===== config.mk =====
export PLATFORM = sky130hd
export DESIGN_NAME = ebp_top
export DESIGN_NICKNAME = d
export VERILOG_FILES = /design/src/hdl/ebp_pkg.sv /design/src/hdl/ebp_prog_engine.sv /design/src/hdl/ebp_top.sv
export SDC_FILE = /design/constraint.sdc
export NUM_CORES = 1
export LEC_CHECK = 0
export BUFFER_PORTS_ARGS = -buffer_cell sky130_fd_sc_hd__buf_4
export CAP_MARGIN = 15
export CORE_ASPECT_RATIO = 1.5
export CORE_MARGIN = 3
export CORE_UTILIZATION = 25
export CTS_CLUSTER_DIAMETER = 40
export DETAILED_ROUTE_END_ITERATION = 6
export PLACE_DENSITY_LB_ADDON = 0.1
export REMOVE_ABC_BUFFERS = 1
export SKIP_CTS_REPAIR_TIMING = 1
export SLEW_MARGIN = 20
export SYNTH_ARGS = -nofsm -noshare
export SYNTH_HDL_FRONTEND = slang
export SYNTH_HIERARCHICAL = 1
export SYNTH_SLANG_ARGS = --single-unit

===== constraint.sdc =====
create_clock -name clk_i -period 4.2 [get_ports clk_i]
set_input_delay 0.63 -clock clk_i [delete_from_list [all_inputs] [get_ports clk_i]]
set_output_delay 0.63 -clock clk_i [all_outputs]
set_load 0.02 [all_outputs]

===== src/hdl/ebp_pkg.sv =====
package ebp_pkg;

  // Register byte offsets
  localparam logic [7:0] EBP_OFF_CTRL = 8'h00;
  localparam logic [7:0] EBP_OFF_STATUS = 8'h04;
  localparam logic [7:0] EBP_OFF_BLKSEL = 8'h08;
  localparam logic [7:0] EBP_OFF_PROT = 8'h0C;
  localparam logic [7:0] EBP_OFF_PWD = 8'h10;
  localparam logic [7:0] EBP_OFF_UNLOCK = 8'h14;
  localparam logic [7:0] EBP_OFF_LOCK = 8'h18;
  localparam logic [7:0] EBP_OFF_ACCESS = 8'h1C;
  localparam logic [7:0] EBP_OFF_INTEN = 8'h20;
  localparam logic [7:0] EBP_OFF_INTST = 8'h24;
  localparam logic [7:0] EBP_OFF_INIT = 8'h28;

  // Protection field layout
  localparam int EBP_PROT_LVL_LSB = 0;
  localparam int EBP_PROT_PRIV_BIT = 3;
  localparam logic [2:0] EBP_LVL_RW_LRO = 3'h0;
  localparam logic [2:0] EBP_LVL_NA = 3'h1;
  localparam logic [2:0] EBP_LVL_RO = 3'h2;

  // Status bit positions
  localparam int EBP_ST_DENIED = 0;
  localparam int EBP_ST_COPY = 1;
  localparam int EBP_ST_ERASE = 2;
  localparam int EBP_ST_BUSY = 3;
  localparam int EBP_ST_RDW = 4;

  // Access request fields in the ACCESS register
  localparam int EBP_ACC_WE_BIT = 31;
  localparam int EBP_ACC_PRIV_BIT = 30;

  // Init result codes
  localparam logic [1:0] EBP_INIT_OK = 2'h1;
  localparam logic [1:0] EBP_INIT_ERROR = 2'h2;

  // Password words and the all-ones illegal word
  localparam int EBP_PWD_WORDS = 3;
  localparam logic [31:0] EBP_PWD_ILLEGAL = 32'hFFFFFFFF;

  // Programming engine timing
  localparam int EBP_COPY_NS = 100;
  localparam int EBP_ERASE_NS = 80;
  localparam int EBP_CLK_NS = 10;
  localparam int EBP_COPY_CYC = (EBP_COPY_NS + EBP_CLK_NS - 1) / EBP_CLK_NS;
  localparam int EBP_ERASE_CYC = (EBP_ERASE_NS + EBP_CLK_NS - 1) / EBP_CLK_NS;

  // Programming engine states
  typedef enum logic [1:0] {EBP_IDLE, EBP_COPY, EBP_ERASE} ebp_pstate_e;

  // Decision of one access check
  typedef struct packed {
    logic rd_ok;
    logic wr_ok;
  } ebp_perm_s;

endpackage : ebp_pkg


===== src/hdl/ebp_prog_engine.sv =====
`timescale 1ns/1ns
// Programming engine: copy into buffer, then erase buffer
module ebp_prog_engine
  import ebp_pkg::*;
(
  // Clock and reset
  input wire logic clk_i,
  input wire logic rst_i,
  // Start pulse and status
  input wire logic start_i,
  output logic copy_o,
  output logic erase_o,
  output logic busy_o
);

  ebp_pstate_e state_reg, state_next;
  logic [7:0] cnt_reg, cnt_next; // Phase cycle counter

  // Next state
  always_comb begin
    state_next = state_reg;
    cnt_next = cnt_reg;
    unique case (state_reg)
      EBP_IDLE: begin
        if (start_i) begin
          state_next = EBP_COPY;
          cnt_next = 8'(EBP_COPY_CYC - 1);
        end
      end
      EBP_COPY: begin
        if (cnt_reg == 8'h00) begin
          state_next = EBP_ERASE;
          cnt_next = 8'(EBP_ERASE_CYC - 1);
        end else begin
          cnt_next = cnt_reg - 8'h01;
        end
      end
      EBP_ERASE: begin
        if (cnt_reg == 8'h00) begin
          state_next = EBP_IDLE;
        end else begin
          cnt_next = cnt_reg - 8'h01;
        end
      end
      default: state_next = EBP_IDLE;
    endcase
  end

  // Registers
  always_ff @(posedge clk_i) begin
    if (rst_i) begin
      state_reg <= EBP_IDLE;
      cnt_reg <= 8'h00;
    end else begin
      state_reg <= state_next;
      cnt_reg <= cnt_next;
    end
  end

  // Status straight from state
  assign copy_o = (state_reg == EBP_COPY);
  assign erase_o = (state_reg == EBP_ERASE);
  assign busy_o = (state_reg != EBP_IDLE);

endmodule : ebp_prog_engine


===== src/hdl/ebp_top.sv =====
`timescale 1ns/1ns
// Summary of operation
// - Block 0 protection is global for all
// - Each block has locked and unlocked states
// - Unlock only by matching committed password
// - Locked block 0 hides all other blocks
// - Block 0 unlocked: others follow own settings ORed with block 0
// - Privileged-only blocks refuse user accesses
// - RW level: locked with password reads only
// - No-access level: only unlocked password allows
// - Read-only level: locked password refuses all
// - Init reports error after unrecovered interruption
// - Init reports ready when nothing interrupted
// - Maskable programming interrupt with readable status
// - Denied write flags error and is refused
// - Copy-buffer transfer status while copying
// - Copy-buffer erase status while erasing
// - Busy bit set during any engine operation
// - Password stored once; later attempts rejected
// - Password words never all ones; 1-3 words
// - Block N protection is OR with block 0
// - Read during write flags read-during-write
module ebp_top
  import ebp_pkg::*;
#(
  parameter int NBLK = 4
)(
  // Clock and reset
  input wire logic clk_i,
  input wire logic rst_i,
  // Wishbone slave
  input wire logic wb_cyc_i,
  input wire logic wb_stb_i,
  input wire logic wb_we_i,
  input wire logic [7:0] wb_adr_i,
  input wire logic [3:0] wb_sel_i,
  input wire logic [31:0] wb_dat_i,
  output logic [31:0] wb_dat_o,
  output logic wb_ack_o,
  // Power-on recovery inputs (from storage, same clock)
  input wire logic init_interrupted_i,
  input wire logic init_recovered_i,
  // Programming interrupt
  output logic prog_irq_o
);

  localparam int BW = $clog2(NBLK);

  // Per-block state
  logic [3:0] prot_reg [NBLK], prot_next [NBLK]; // Level and privileged bit
  logic [NBLK-1:0] haspwd_reg, haspwd_next; // Password committed
  logic [NBLK-1:0] unlk_reg, unlk_next; // Unlocked state
  logic [31:0] pwd_reg [NBLK][EBP_PWD_WORDS]; // Stored words
  logic [31:0] pwd_next [NBLK][EBP_PWD_WORDS];
  logic [1:0] plen_reg [NBLK], plen_next [NBLK]; // Password length minus 1
  // Staging and control
  logic [BW-1:0] sel_reg, sel_next; // Block selected by software
  logic [31:0] stage_reg [EBP_PWD_WORDS], stage_next [EBP_PWD_WORDS];
  logic [1:0] scnt_reg, scnt_next; // Staged words
  logic denied_reg, denied_next; // Sticky write error
  logic rdw_reg, rdw_next; // Sticky read-during-write
  logic inten_reg, inten_next; // Interrupt enable
  logic irqpend_reg, irqpend_next; // Programming done pending
  logic [1:0] init_reg, init_next; // Init result
  logic init_done_reg, init_done_next;
  logic [31:0] dat_reg, dat_next;
  logic ack_reg, ack_next;
  logic irq_reg, irq_next;
  logic busy_d_reg;
  logic [7:0] bcnt_reg, bcnt_next; // Busy cycles seen, for the length check
  // Engine
  logic eng_start, eng_copy, eng_erase, eng_busy;

  ebp_prog_engine i_ebp_prog_engine (
    .clk_i(clk_i),
    .rst_i(rst_i),
    .start_i(eng_start),
    .copy_o(eng_copy),
    .erase_o(eng_erase),
    .busy_o(eng_busy)
  );

  // Access decision for one block and mode
  function automatic ebp_perm_s perm_f(input logic [3:0] own, input logic [3:0] glob,
      input logic haspwd, input logic unlk, input logic priv, input logic gate_ok);
    logic [3:0] eff;
    logic locked;
    ebp_perm_s p;
    eff = own | glob;
    locked = haspwd & ~unlk;
    p.rd_ok = 1'b0;
    p.wr_ok = 1'b0;
    unique case (eff[2:0])
      EBP_LVL_RW_LRO: begin
        p.rd_ok = 1'b1;
        p.wr_ok = ~locked;
      end
      EBP_LVL_NA: begin
        p.rd_ok = haspwd & unlk;
        p.wr_ok = haspwd & unlk;
      end
      EBP_LVL_RO: begin
        p.rd_ok = ~locked;
      end
      default: ;
    endcase
    if ((eff[EBP_PROT_PRIV_BIT] && !priv) || !gate_ok) begin
      p = '0;
    end
    return p;
  endfunction : perm_f

  // Password compare of staged words against block
  function automatic logic pwd_match_f(input logic [BW-1:0] b);
    logic m;
    m = (scnt_reg == plen_reg[b] + 2'h1);
    for (int i = 0; i < EBP_PWD_WORDS; i++) begin
      if (i <= int'(plen_reg[b]) && stage_reg[i] != pwd_reg[b][i]) m = 1'b0;
    end
    return m;
  endfunction : pwd_match_f

  logic req, gate_ok, blk0_sel;
  ebp_perm_s acc;
  logic [BW-1:0] acc_blk;
  assign req = wb_cyc_i & wb_stb_i & ~ack_reg;
  assign blk0_sel = (sel_reg == '0);
  assign gate_ok = blk0_sel | ~haspwd_reg[0] | unlk_reg[0];
  assign acc_blk = wb_dat_i[BW-1:0];
  assign acc = perm_f(prot_reg[acc_blk], (acc_blk == '0) ? 4'h0 : prot_reg[0],
      haspwd_reg[acc_blk], unlk_reg[acc_blk], wb_dat_i[EBP_ACC_PRIV_BIT],
      (acc_blk == '0) | ~haspwd_reg[0] | unlk_reg[0]);

  // Next-state logic for the register file
  always_comb begin
    prot_next = prot_reg;
    haspwd_next = haspwd_reg;
    unlk_next = unlk_reg;
    pwd_next = pwd_reg;
    plen_next = plen_reg;
    sel_next = sel_reg;
    stage_next = stage_reg;
    scnt_next = scnt_reg;
    denied_next = denied_reg;
    rdw_next = rdw_reg;
    inten_next = inten_reg;
    irqpend_next = irqpend_reg | (busy_d_reg & ~eng_busy); // Done edge
    bcnt_next = eng_busy ? bcnt_reg + 8'h01 : 8'h00; // Restarts at every idle cycle
    init_next = init_reg;
    init_done_next = 1'b1;
    dat_next = 32'h00000000;
    ack_next = req;
    eng_start = 1'b0;
    if (!init_done_reg) begin
      if (init_interrupted_i && !init_recovered_i) init_next = EBP_INIT_ERROR;
      else init_next = EBP_INIT_OK;
    end
    if (req && wb_we_i) begin
      unique case (wb_adr_i)
        EBP_OFF_BLKSEL: sel_next = wb_dat_i[BW-1:0];
        EBP_OFF_PROT: begin
          if (!gate_ok || (haspwd_reg[sel_reg] && !unlk_reg[sel_reg])) begin
            denied_next = 1'b1;
          end else if (eng_busy) begin
            rdw_next = rdw_reg; // Refused while busy
          end else begin
            prot_next[sel_reg] = wb_dat_i[3:0];
            eng_start = 1'b1;
          end
        end
        EBP_OFF_PWD: begin
          if (wb_dat_i != EBP_PWD_ILLEGAL && scnt_reg < 2'(EBP_PWD_WORDS)) begin
            stage_next[scnt_reg] = wb_dat_i;
            scnt_next = scnt_reg + 2'h1;
          end
        end
        EBP_OFF_CTRL: begin
          // Commit staged password once
          if (haspwd_reg[sel_reg] || !gate_ok || scnt_reg == 2'h0 || eng_busy) begin
            denied_next = 1'b1;
          end else begin
            haspwd_next[sel_reg] = 1'b1;
            unlk_next[sel_reg] = 1'b1;
            plen_next[sel_reg] = scnt_reg - 2'h1;
            for (int i = 0; i < EBP_PWD_WORDS; i++) pwd_next[sel_reg][i] = stage_reg[i];
            eng_start = 1'b1;
          end
          scnt_next = 2'h0;
        end
        EBP_OFF_UNLOCK: begin
          if (haspwd_reg[sel_reg] && pwd_match_f(sel_reg)) unlk_next[sel_reg] = 1'b1;
          scnt_next = 2'h0;
        end
        EBP_OFF_LOCK: begin
          if (haspwd_reg[sel_reg]) unlk_next[sel_reg] = 1'b0;
        end
        EBP_OFF_ACCESS: begin
          // Data access check; reads during write flag
          if (wb_dat_i[EBP_ACC_WE_BIT]) begin
            if (!acc.wr_ok) denied_next = 1'b1;
            else if (!eng_busy) eng_start = 1'b1;
          end else if (eng_busy) begin
            rdw_next = 1'b1;
          end
        end
        EBP_OFF_INTEN: inten_next = wb_dat_i[0];
        EBP_OFF_STATUS: begin
          denied_next = denied_reg & ~wb_dat_i[EBP_ST_DENIED];
          rdw_next = rdw_reg & ~wb_dat_i[EBP_ST_RDW];
        end
        // Write one clears; a done edge in the same cycle still sets
        EBP_OFF_INTST: irqpend_next = (irqpend_reg & ~wb_dat_i[0]) | (busy_d_reg & ~eng_busy);
        default: ;
      endcase
    end else if (req) begin
      unique case (wb_adr_i)
        EBP_OFF_STATUS: dat_next = {27'h0, rdw_reg, eng_busy, eng_erase, eng_copy, denied_reg};
        EBP_OFF_BLKSEL: dat_next = 32'(sel_reg);
        EBP_OFF_PROT: dat_next = gate_ok ? {28'h0, prot_reg[sel_reg]} : 32'h00000000;
        EBP_OFF_LOCK: dat_next = {30'h0, haspwd_reg[sel_reg], unlk_reg[sel_reg]};
        EBP_OFF_INTEN: dat_next = {31'h0, inten_reg};
        EBP_OFF_INTST: dat_next = {31'h0, irqpend_reg & inten_reg};
        EBP_OFF_INIT: dat_next = {30'h0, init_reg};
        default: dat_next = 32'h00000000;
      endcase
    end
    irq_next = irqpend_next & inten_next;
  end

  // Register file
  always_ff @(posedge clk_i) begin
    if (rst_i) begin
      for (int b = 0; b < NBLK; b++) begin
        prot_reg[b] <= 4'h0;
        plen_reg[b] <= 2'h0;
        for (int i = 0; i < EBP_PWD_WORDS; i++) pwd_reg[b][i] <= 32'h00000000;
      end
      for (int i = 0; i < EBP_PWD_WORDS; i++) stage_reg[i] <= 32'h00000000;
      haspwd_reg <= '0;
      unlk_reg <= '0;
      sel_reg <= '0;
      scnt_reg <= 2'h0;
      denied_reg <= 1'b0;
      rdw_reg <= 1'b0;
      inten_reg <= 1'b0;
      irqpend_reg <= 1'b0;
      init_reg <= 2'h0;
      init_done_reg <= 1'b0;
      dat_reg <= 32'h00000000;
      ack_reg <= 1'b0;
      irq_reg <= 1'b0;
      busy_d_reg <= 1'b0;
      bcnt_reg <= 8'h00;
    end else begin
      prot_reg <= prot_next;
      plen_reg <= plen_next;
      pwd_reg <= pwd_next;
      stage_reg <= stage_next;
      haspwd_reg <= haspwd_next;
      unlk_reg <= unlk_next;
      sel_reg <= sel_next;
      scnt_reg <= scnt_next;
      denied_reg <= denied_next;
      rdw_reg <= rdw_next;
      inten_reg <= inten_next;
      irqpend_reg <= irqpend_next;
      init_reg <= init_next;
      init_done_reg <= init_done_next;
      dat_reg <= dat_next;
      ack_reg <= ack_next;
      irq_reg <= irq_next;
      busy_d_reg <= eng_busy;
      bcnt_reg <= bcnt_next;
    end
  end

  assign wb_dat_o = dat_reg;
  assign wb_ack_o = ack_reg;
  assign prog_irq_o = irq_reg;

  // Checks
  a_ack_one_cycle: assert property (@(posedge clk_i) disable iff (rst_i) // bus
    wb_ack_o |=> !wb_ack_o) else $error("ack held two cycles");
  a_denied_write_sets: assert property (@(posedge clk_i) disable iff (rst_i)
    (req && wb_we_i && wb_adr_i == EBP_OFF_ACCESS && wb_dat_i[EBP_ACC_WE_BIT] && !acc.wr_ok)
    |=> denied_reg) else $error("denied write not flagged");
  a_denied_no_start: assert property (@(posedge clk_i) disable iff (rst_i)
    (req && wb_we_i && wb_adr_i == EBP_OFF_ACCESS && !acc.wr_ok) |-> !eng_start)
    else $error("denied write started engine");
  a_pwd_once: assert property (@(posedge clk_i) disable iff (rst_i)
    (req && wb_we_i && wb_adr_i == EBP_OFF_CTRL && haspwd_reg[sel_reg]) |=> denied_reg)
    else $error("second password not rejected");
  a_busy_length: assert property (@(posedge clk_i) disable iff (rst_i)
    $fell(eng_busy) |-> bcnt_reg == 8'(EBP_COPY_CYC + EBP_ERASE_CYC))
    else $error("busy length wrong");
  a_copy_then_erase: assert property (@(posedge clk_i) disable iff (rst_i)
    $fell(eng_copy) |-> eng_erase && eng_busy) else $error("erase not after copy");
  a_rdw_flag: assert property (@(posedge clk_i) disable iff (rst_i)
    (req && wb_we_i && wb_adr_i == EBP_OFF_ACCESS && !wb_dat_i[EBP_ACC_WE_BIT] && eng_busy)
    |=> rdw_reg) else $error("read during write missed");
  a_irq_masked: assert property (@(posedge clk_i) disable iff (rst_i)
    prog_irq_o |-> $past(inten_next)) else $error("irq while disabled");
  a_gate_blk0: assert property (@(posedge clk_i) disable iff (rst_i)
    (haspwd_reg[0] && !unlk_reg[0] && acc_blk != '0) |-> !acc.rd_ok && !acc.wr_ok)
    else $error("locked block 0 did not gate");
  a_init_result: assert property (@(posedge clk_i) disable iff (rst_i)
    (!init_done_reg && init_interrupted_i && !init_recovered_i) |=> init_reg == EBP_INIT_ERROR)
    else $error("init error not reported");
  c_commit: cover property (@(posedge clk_i) $rose(haspwd_reg[0]));
  c_unlock: cover property (@(posedge clk_i) haspwd_reg[1] && $rose(unlk_reg[1]));
  c_irq: cover property (@(posedge clk_i) $rose(prog_irq_o));
  c_rdw: cover property (@(posedge clk_i) $rose(rdw_reg));

endmodule : ebp_top

Word level (Yosys, flattened, before mapping). Index checks and enable logic that the tools add are counted.

Register bits: 568. Input port bits: 51. Output and inout port bits: 34. Logic and storage cells: 251.

Equal/unequal tests: 32. Add/subtract/negate cells: 4. Bitwise operators: 34. Magnitude comparators: 11. Mux-type cells: 85. Reduce and logical (&&, ||, !) cells: 46.

Operators by type and width (number): bitwise mux 384 bit (3); demux 96 bit (select 2 bit) (3); 2-to-1 mux 96 bit (3); binary-select mux 96 bit (select 2 bit) (1); bitwise mux 96 bit (1); inequality test 32 bit (3); demux 32 bit (select 2 bit) (1); 2-to-1 mux 32 bit (2); 2-to-1 mux 64 bit (1); 2-to-1 mux 4 bit (10); case mux 5 bit (7 select lines) (1); == test 8 x 5 -> 1 bit (second input constant) (4); inequality test 32 bit (second input constant) (1); 2-to-1 mux 1 bit (28); == test 8 x 6 -> 1 bit (second input constant) (3); 2-to-1 mux 8 bit (3); inequality test 2 bit (second input constant) (12); case mux 8 bit (3 select lines) (1); binary-select mux 4 bit (select 2 bit) (2); bitwise mux 16 bit (1); == test 8 x 4 -> 1 bit (second input constant) (2); zero test 8 bit (2); 2-to-1 mux 2 bit (8); AND reduction 3 bit (5); other kinds (49) (111).

Depth between registers and ports, before layout. Gate-level depths: netlist of run 1.

Word-level depth: 14. Gate-level depth with buffers: 15. Gate-level depth less buffers: 12.

Cells and area by module. The synthesis of run 1 kept the hierarchy.

Modules (own cells, without submodules): ebp_top (cells an instance 2740, area an instance 22875.7 um^2, times used 1, sequential area each 10630.2 um^2); ebp_prog_engine (cells an instance 78, area an instance 708.2 um^2, times used 1, sequential area each 200.2 um^2).

Worst setup path before layout of run 1. Ideal clock, no wire load.

Kind: reg2reg. Start point: reg sel_reg[1]. End point: reg (tool-made name). Arrival time: 3.216 ns. Library setup time: 0.146 ns. Path slack: 0.838 ns. Period minus slack after synthesis: 3.362 ns. Cell stages (with the launch flop): 16. Required time: 4.054 ns. Path buffers: 5. Path through: dfxtp_1 -> buf_6 -> buf_6 -> buf_4 -> buf_2 -> buf_2 -> mux4_2 -> inv_1 -> ha_1 -> xor2_1 -> a21oi_1 -> nand4_1 -> a2111o_1 -> a2111oi_4 -> o2bb2ai_1 -> a311oi_1.

RTL lines: start: declaration (RTL line ebp_top.sv:57) `logic [BW-1:0] sel_reg, sel_next;`; start signal: assignment (RTL line ebp_top.sv:261) `sel_reg <= sel_next;`.

==> results of run 1 <==
==> layout by cell type (no fill, tap or decap), drive strengths merged, types with 25 or more instances in the layout <==
| master | count |
|---|---|
| a21oi | 516 |
| buf | 134 |
| clkbuf | 103 |
| clkinv | 25 |
| conb | 27 |
| dfxtp | 541 |
| inv | 29 |
| mux4 | 98 |
| nand2 | 1011 |
| nand4 | 30 |
| nor2 | 53 |
| nor3 | 26 |
| xnor2 | 73 |
| xor2 | 26 |
==> worst max-delay path by stage <==
stage | from | cells after the start | to
final | sel_reg[1] | 12 | flip-flop
after CTS | sel_reg[1] | 12 | flip-flop
after floorplan | sel_reg[1] | 5 | plen_reg[1]
after global placement | sel_reg[1] | 12 | flip-flop
after detailed placement | sel_reg[1] | 12 | flip-flop
after global routing | sel_reg[1] | 12 | flip-flop
==> area by class of cell <==
| class | instances | area (sq um) | area share |
|---|---|---|---|
| clock buffers | 103 | 2310 | 0.0811 |
| clock inverters | 57 | 703 | 0.0247 |
| inverters | 20 | 75.1 | 0.00264 |
| multi-input cells | 2052 | 11700 | 0.412 |
| flip-flops and latches | 541 | 10800 | 0.381 |
| well taps | 1251 | 1570 | 0.0550 |
| repair buffers | 134 | 1240 | 0.0435 |
==> worst max-delay path: stages (launching register included) <==
cell and delay (ps):
dfxtp_4 720, buf_4 410, mux4_2 550, xnor2_1 200, nand4_1 140, nor4_1 340
buf_4 200, nand2_1 90, buf_4 150, a2111oi_4 350, buf_4 200, o2bb2ai_1 200
a311oi_1 140
==> metrics by stage <==
stage / instance area, sq um / instances
after detailed placement: 25400 / 3998
final: 28400 / 4158
after floorplan: 22600 / 2613
after global routing: 28400 / 4158
after CTS: 28400 / 4158
after global placement: 25400 / 3998
==> metal layers <==
| metal | vias to the layer above | GRT usage | part of all wire |
|---|---|---|---|
| li1 | 9513 | - | - |
| met1 | 9730 | 0.206 | 0.41 |
| met2 | 544 | 0.307 | 0.51 |
| met3 | 140 | 0.0242 | 0.046 |
| met4 | 0 | 0.0726 | 0.036 |
| met5 | - | 0 | 0 |
==> logic make-up after synthesis <==
kind of cell,count (synthesis),synth area share
AND/OR/NAND/NOR,1197,0.207
AO/OA/AOI/OAI,596,0.136
flip-flops,541,0.459
buffers and inverters,251,0.0489
multiplexers,120,0.104
XOR/XNOR,99,0.0368
adder cells (fa/ha/maj),13,0.00690
other,1,0.000159
==> power groups by stage <==
stage          Sequential, W  Combinational, W  Clock [W]
2_1_floorplan        0.00529          0.000290          0
3_3_place_gp         0.00530          0.000605          0
3_5_place_dp         0.00530          0.000608          0
4_1_cts              0.00519          0.000612    0.00762
5_1_grt              0.00519          0.000654    0.00782
6_report             0.00519          0.000600    0.00741
==> results.md, run 1 <==
* CTS root buf: clkbuf_16
* Clock power share at 0.561
* WHS at 272 ps
* Final Worst Setup Slack at 313 ps
* Final hold viol count at 0
* Clock buffer count from CTS at 85
* Utilization after layout at 0.305
* DRT Wirelength at 85.6 mm
* F_max at 257 MHz
* DRT iter0 DRCs at 1,568
* Post-synthesis instance total at 2,818
* CP Capture Type: flip-flop
* Part of the power in registers at 0.393
* Total GRT Usage at 0.172
* Core ar. at 93,200 sq um
* Cell Pwr Density at 464 nW/um^2
* Chip width at 257 microns
* Post-DP HPWL at 50.4 mm
* CP Max Fanout at 22
* Worst slew pin tran at 947 ps
* CTS tree: built
* RePlAce Congestion at 0.766
* Iteration count of the initial detailed-routing pass at 6
* Worst VDD drop at 0.229 mV
* Setup TNS at 0 ps
* Crit path launch type: flip-flop
* Number of flip-flops in the largest register at 384
* CTS Sinks at 541
* Worst skew pair latency at 670 ps
* Internal power at 0.00995 W
* Via/cell ratio at 4.79
* Top-Level Pins at 85
* Critical path class: reg2reg
* Commonest cells post-synth: nand2_1 (1,006), dfxtp_1 (541), a21oi_1 (516)
* Share of layout cells above drive strength 1 at 0.139
* Run status: completed
* Fin. max-slew vios at 0
* Yosys top cell area share at 0.459
* Worst Path Arrival at 4370 ps
* First-pass GRT wire length at 128 mm
* Area grow syn2layout at 20.6%
* R2R cell count at 12
* Worst min path class: in2reg
* Max-cap viol count at 0
* Hold path start: wb_dat_i[27]
* Yosys Warn Count at 6
* Drc violations at 0
* Placement Setup Slack at 274 ps
* Leak at 9.33 nW
* Layout net count at 2,898
* Synth async-reset ratio at 0
* Slew HR at 0.368
* Antenna Cells at 0
* Most common cell in the netlist: nand2_1
* Combinational share of power at 0.045
* Mean Syn Cell Area at 8.37 sq um
* Total Power at 0.0132 W
* Ys flop type: dfxtp_1
* IO Port Bufs at 53
* Area leader, netlist: dfxtp_1
* Wire length per cell at 20.6 microns
* Switch share at 0.246
* Top post-synthesis cells by area: dfxtp_1 (46%), nand2_1 (16%), a21oi_1 (11%), mux4_2 (8.5%), xnor2_1 (2.7%)
* Reg2reg start: sel_reg[1]
* CP required at 4680 ps
* #FFs+latches synth at 541
* Net Switching at 0.00325 W
* Row cnt at 137
* Fillers at 9,815
* Number of synthesized flops with an enable pin at 0
* Initial core utilization at 0.253
* Worst hold stages at 3
* DIE AREA at 98,100 sq um
* Clk_skew at 37.0 ps
* Worst hold endpoint: stage_reg[27]
* Largest net degree at the start of global routing at 147
* ANT nets after route at 0
* Initial antenna violation count at 0
* Final setup viols at 0
* Vias in the first global route at 19,800
* Tmin final at 3890 ps
* Flop-to-flop setup slack at 310 ps
* Post-synthesis sequential area ratio at 0.459
* Final worst-path cycle share at 0.926
* Clock buffer depth at 3
* Clock-pin slew on the worst setup and hold paths at 60 ps
* Routed vias at 19,900
* Netlist cell types at 69
* H-tree depth at 3
* Unrepaired setup endpoints after global routing: no
* Total gr overflow at 0
* Die Y at 382 microns
* Netlist Area Pre-Place at 23,600 sq um
Power figures use the tool's default switching activity.
==> run 2: changes to the inputs <==
CELL_PAD_IN_SITES_DETAIL_PLACEMENT = 2   (was unset)
CELL_PAD_IN_SITES_GLOBAL_PLACEMENT = 2   (was unset)
CORE_ASPECT_RATIO = 2   (was 1.5)
==> run 2 against run 1 <==
- flip-flop and latch count did not move
- cell area down 0.70%
- sequential power about the same
- critical path type unchanged
- first-iteration DRC count shrank 47%
- clock power fell by 4.2%
- core utilization shrank 0.17 points
- global-route usage increased by 2.5 points
- clock-buffer cell count shrank 7
- cell count down 1.6%
==> results.md, run 2 (same netlist as run 1, synthesis figures left out) <==
* Run status: completed
* Setup TNS at 0 ps
* RePlAce Congestion at 0.754
* Iteration count of the initial detailed-routing pass at 5
* Initial antenna violation count at 0
* Final Worst Setup Slack at 329 ps
* Crit-path slowest cell: dfxtp_4
* Via/cell ratio at 5.04
* Final hold viol count at 0
* Commonest non-fill, non-tap cell in the layout: nand2_1
* Placement Setup Slack at 274 ps
* Clock buffer depth at 3
* Row cnt at 158
* First-pass GRT wire length at 147 mm
* Worst slew pin tran at 980 ps
* ANT nets after route at 0
* Cells along the critical path: buf_12 -> buf_12 -> mux4_2 -> xnor2_1 -> nand4_1 -> nor4_1 -> buf_4 -> nand2_1 -> a2111oi_4 -> buf_4 -> a211oi_1 -> a311oi_1
* Total gr overflow at 0
* CTS root buf: clkbuf_16
* Post-DP HPWL at 60.2 mm
* CP Capture Type: flip-flop
* Die Y at 440 microns
* Critical path class: reg2reg
* Post-route cell area at 28,200 sq um
* Wire length per cell at 23.9 microns
* Layout net count at 2,886
* Final worst-path cycle share at 0.922
* Most frequent cells in the layout: nand2_1 (1,005), dfxtp_1 (539), a21oi_1 (516)
* Antenna Cells at 0
* Clock buffer count from CTS at 81
* Number of flip-flops in the largest register at 384
* Clk_skew at 25.0 ps
* DRT iter0 DRCs at 831
* DRT Wirelength at 97.8 mm
* Drc violations at 0
* Max-cap viol count at 0
* Top-Level Pins at 85
* CP required at 4740 ps
* Vias in the first global route at 22,900
* IO Port Bufs at 53
* Cell Pwr Density at 458 nW/um^2
* Initial core utilization at 0.253
* Routed vias at 20,600
* Largest net degree at the start of global routing at 184
* Core ar. at 93,100 sq um
* Worst Path Arrival at 4410 ps
* Tmin final at 3870 ps
* Utilization after layout at 0.303
* Worst VDD drop at 0.293 mV
* Crit path launch type: flip-flop
* Worst skew pair latency at 660 ps
* CTS tree: built
* Clock-pin slew on the worst setup and hold paths at 60 ps
* Worst min path class: in2reg
* CP Max Fanout at 24
* Total GRT Usage at 0.197
* Slew HR at 0.338
* Fin. max-slew vios at 0
* CTS Sinks at 541
* DIE AREA at 98,300 sq um
* Final setup viols at 0
* H-tree depth at 3
* F_max at 258 MHz
* Share of layout cells above drive strength 1 at 0.135
* Area grow syn2layout at 19.8%
* CP max stage delay at 710 ps
* Chip width at 223 microns
* Leak at 9.23 nW
* Unrepaired setup endpoints after global routing: no
* Cell Area, Placed at 25,500 sq um
## run 2: per-stage QoR
| step | total power [W] | hold slack, ps | instances |
|---|---|---|---|
| after floorplan | 0.00558 | 425 | 2613 |
| after global placement | 0.00594 | 437 | 3939 |
| after detailed placement | 0.00596 | 447 | 3939 |
| after CTS | 0.0132 | 206 | 4090 |
| after global routing | 0.0134 | 239 | 4090 |
| final | 0.0129 | 272 | 4090 |
## run 2: final cells by class
class                   instances  area (sq um)
clock inverters                55           621
well taps                    1200          1500
fillers                     10500         64900
multi-input cells            2052         11700
flip-flops and latches        541         10800
repair buffers                126          1320
clock buffers                  96          2170
inverters                      20          75.1
## run 2: path summary, 6_finish.rpt
check | from | end | slack (ps) | cells after the start
max | sel_reg[0] | flip-flop | 330 | 12
max reg2reg | sel_reg[0] | flip-flop | 330 | 12
min reg2reg | pwd_reg[286] | pwd_reg[286] | 450 | 2
min | wb_dat_i[28] | stage_reg[60] | 270 | 3
## run 2: routing by layer
layer,track usage,part of all wire,vias to the layer above
met5,0,0,-
met4,0.0673,0.030,0
met3,0.0251,0.025,155
met2,0.384,0.55,283
met1,0.216,0.39,10700
li1,-,-,9470
## run 2: critical path: cells and delay by family (launching register included)
family,cells,cell delay [ps]
compound gates,3,840
xor+xnor,1,270
buf+inv,4,940
flops,1,710
mux,1,320
simple gates,3,640
## run 2: report_power, final
part,switching (W),internal (W)
Sequential,0.0000321,0.00516
Clock,0.00283,0.00427
Combinational,0.000444,0.000200
Total,0.00330,0.00963
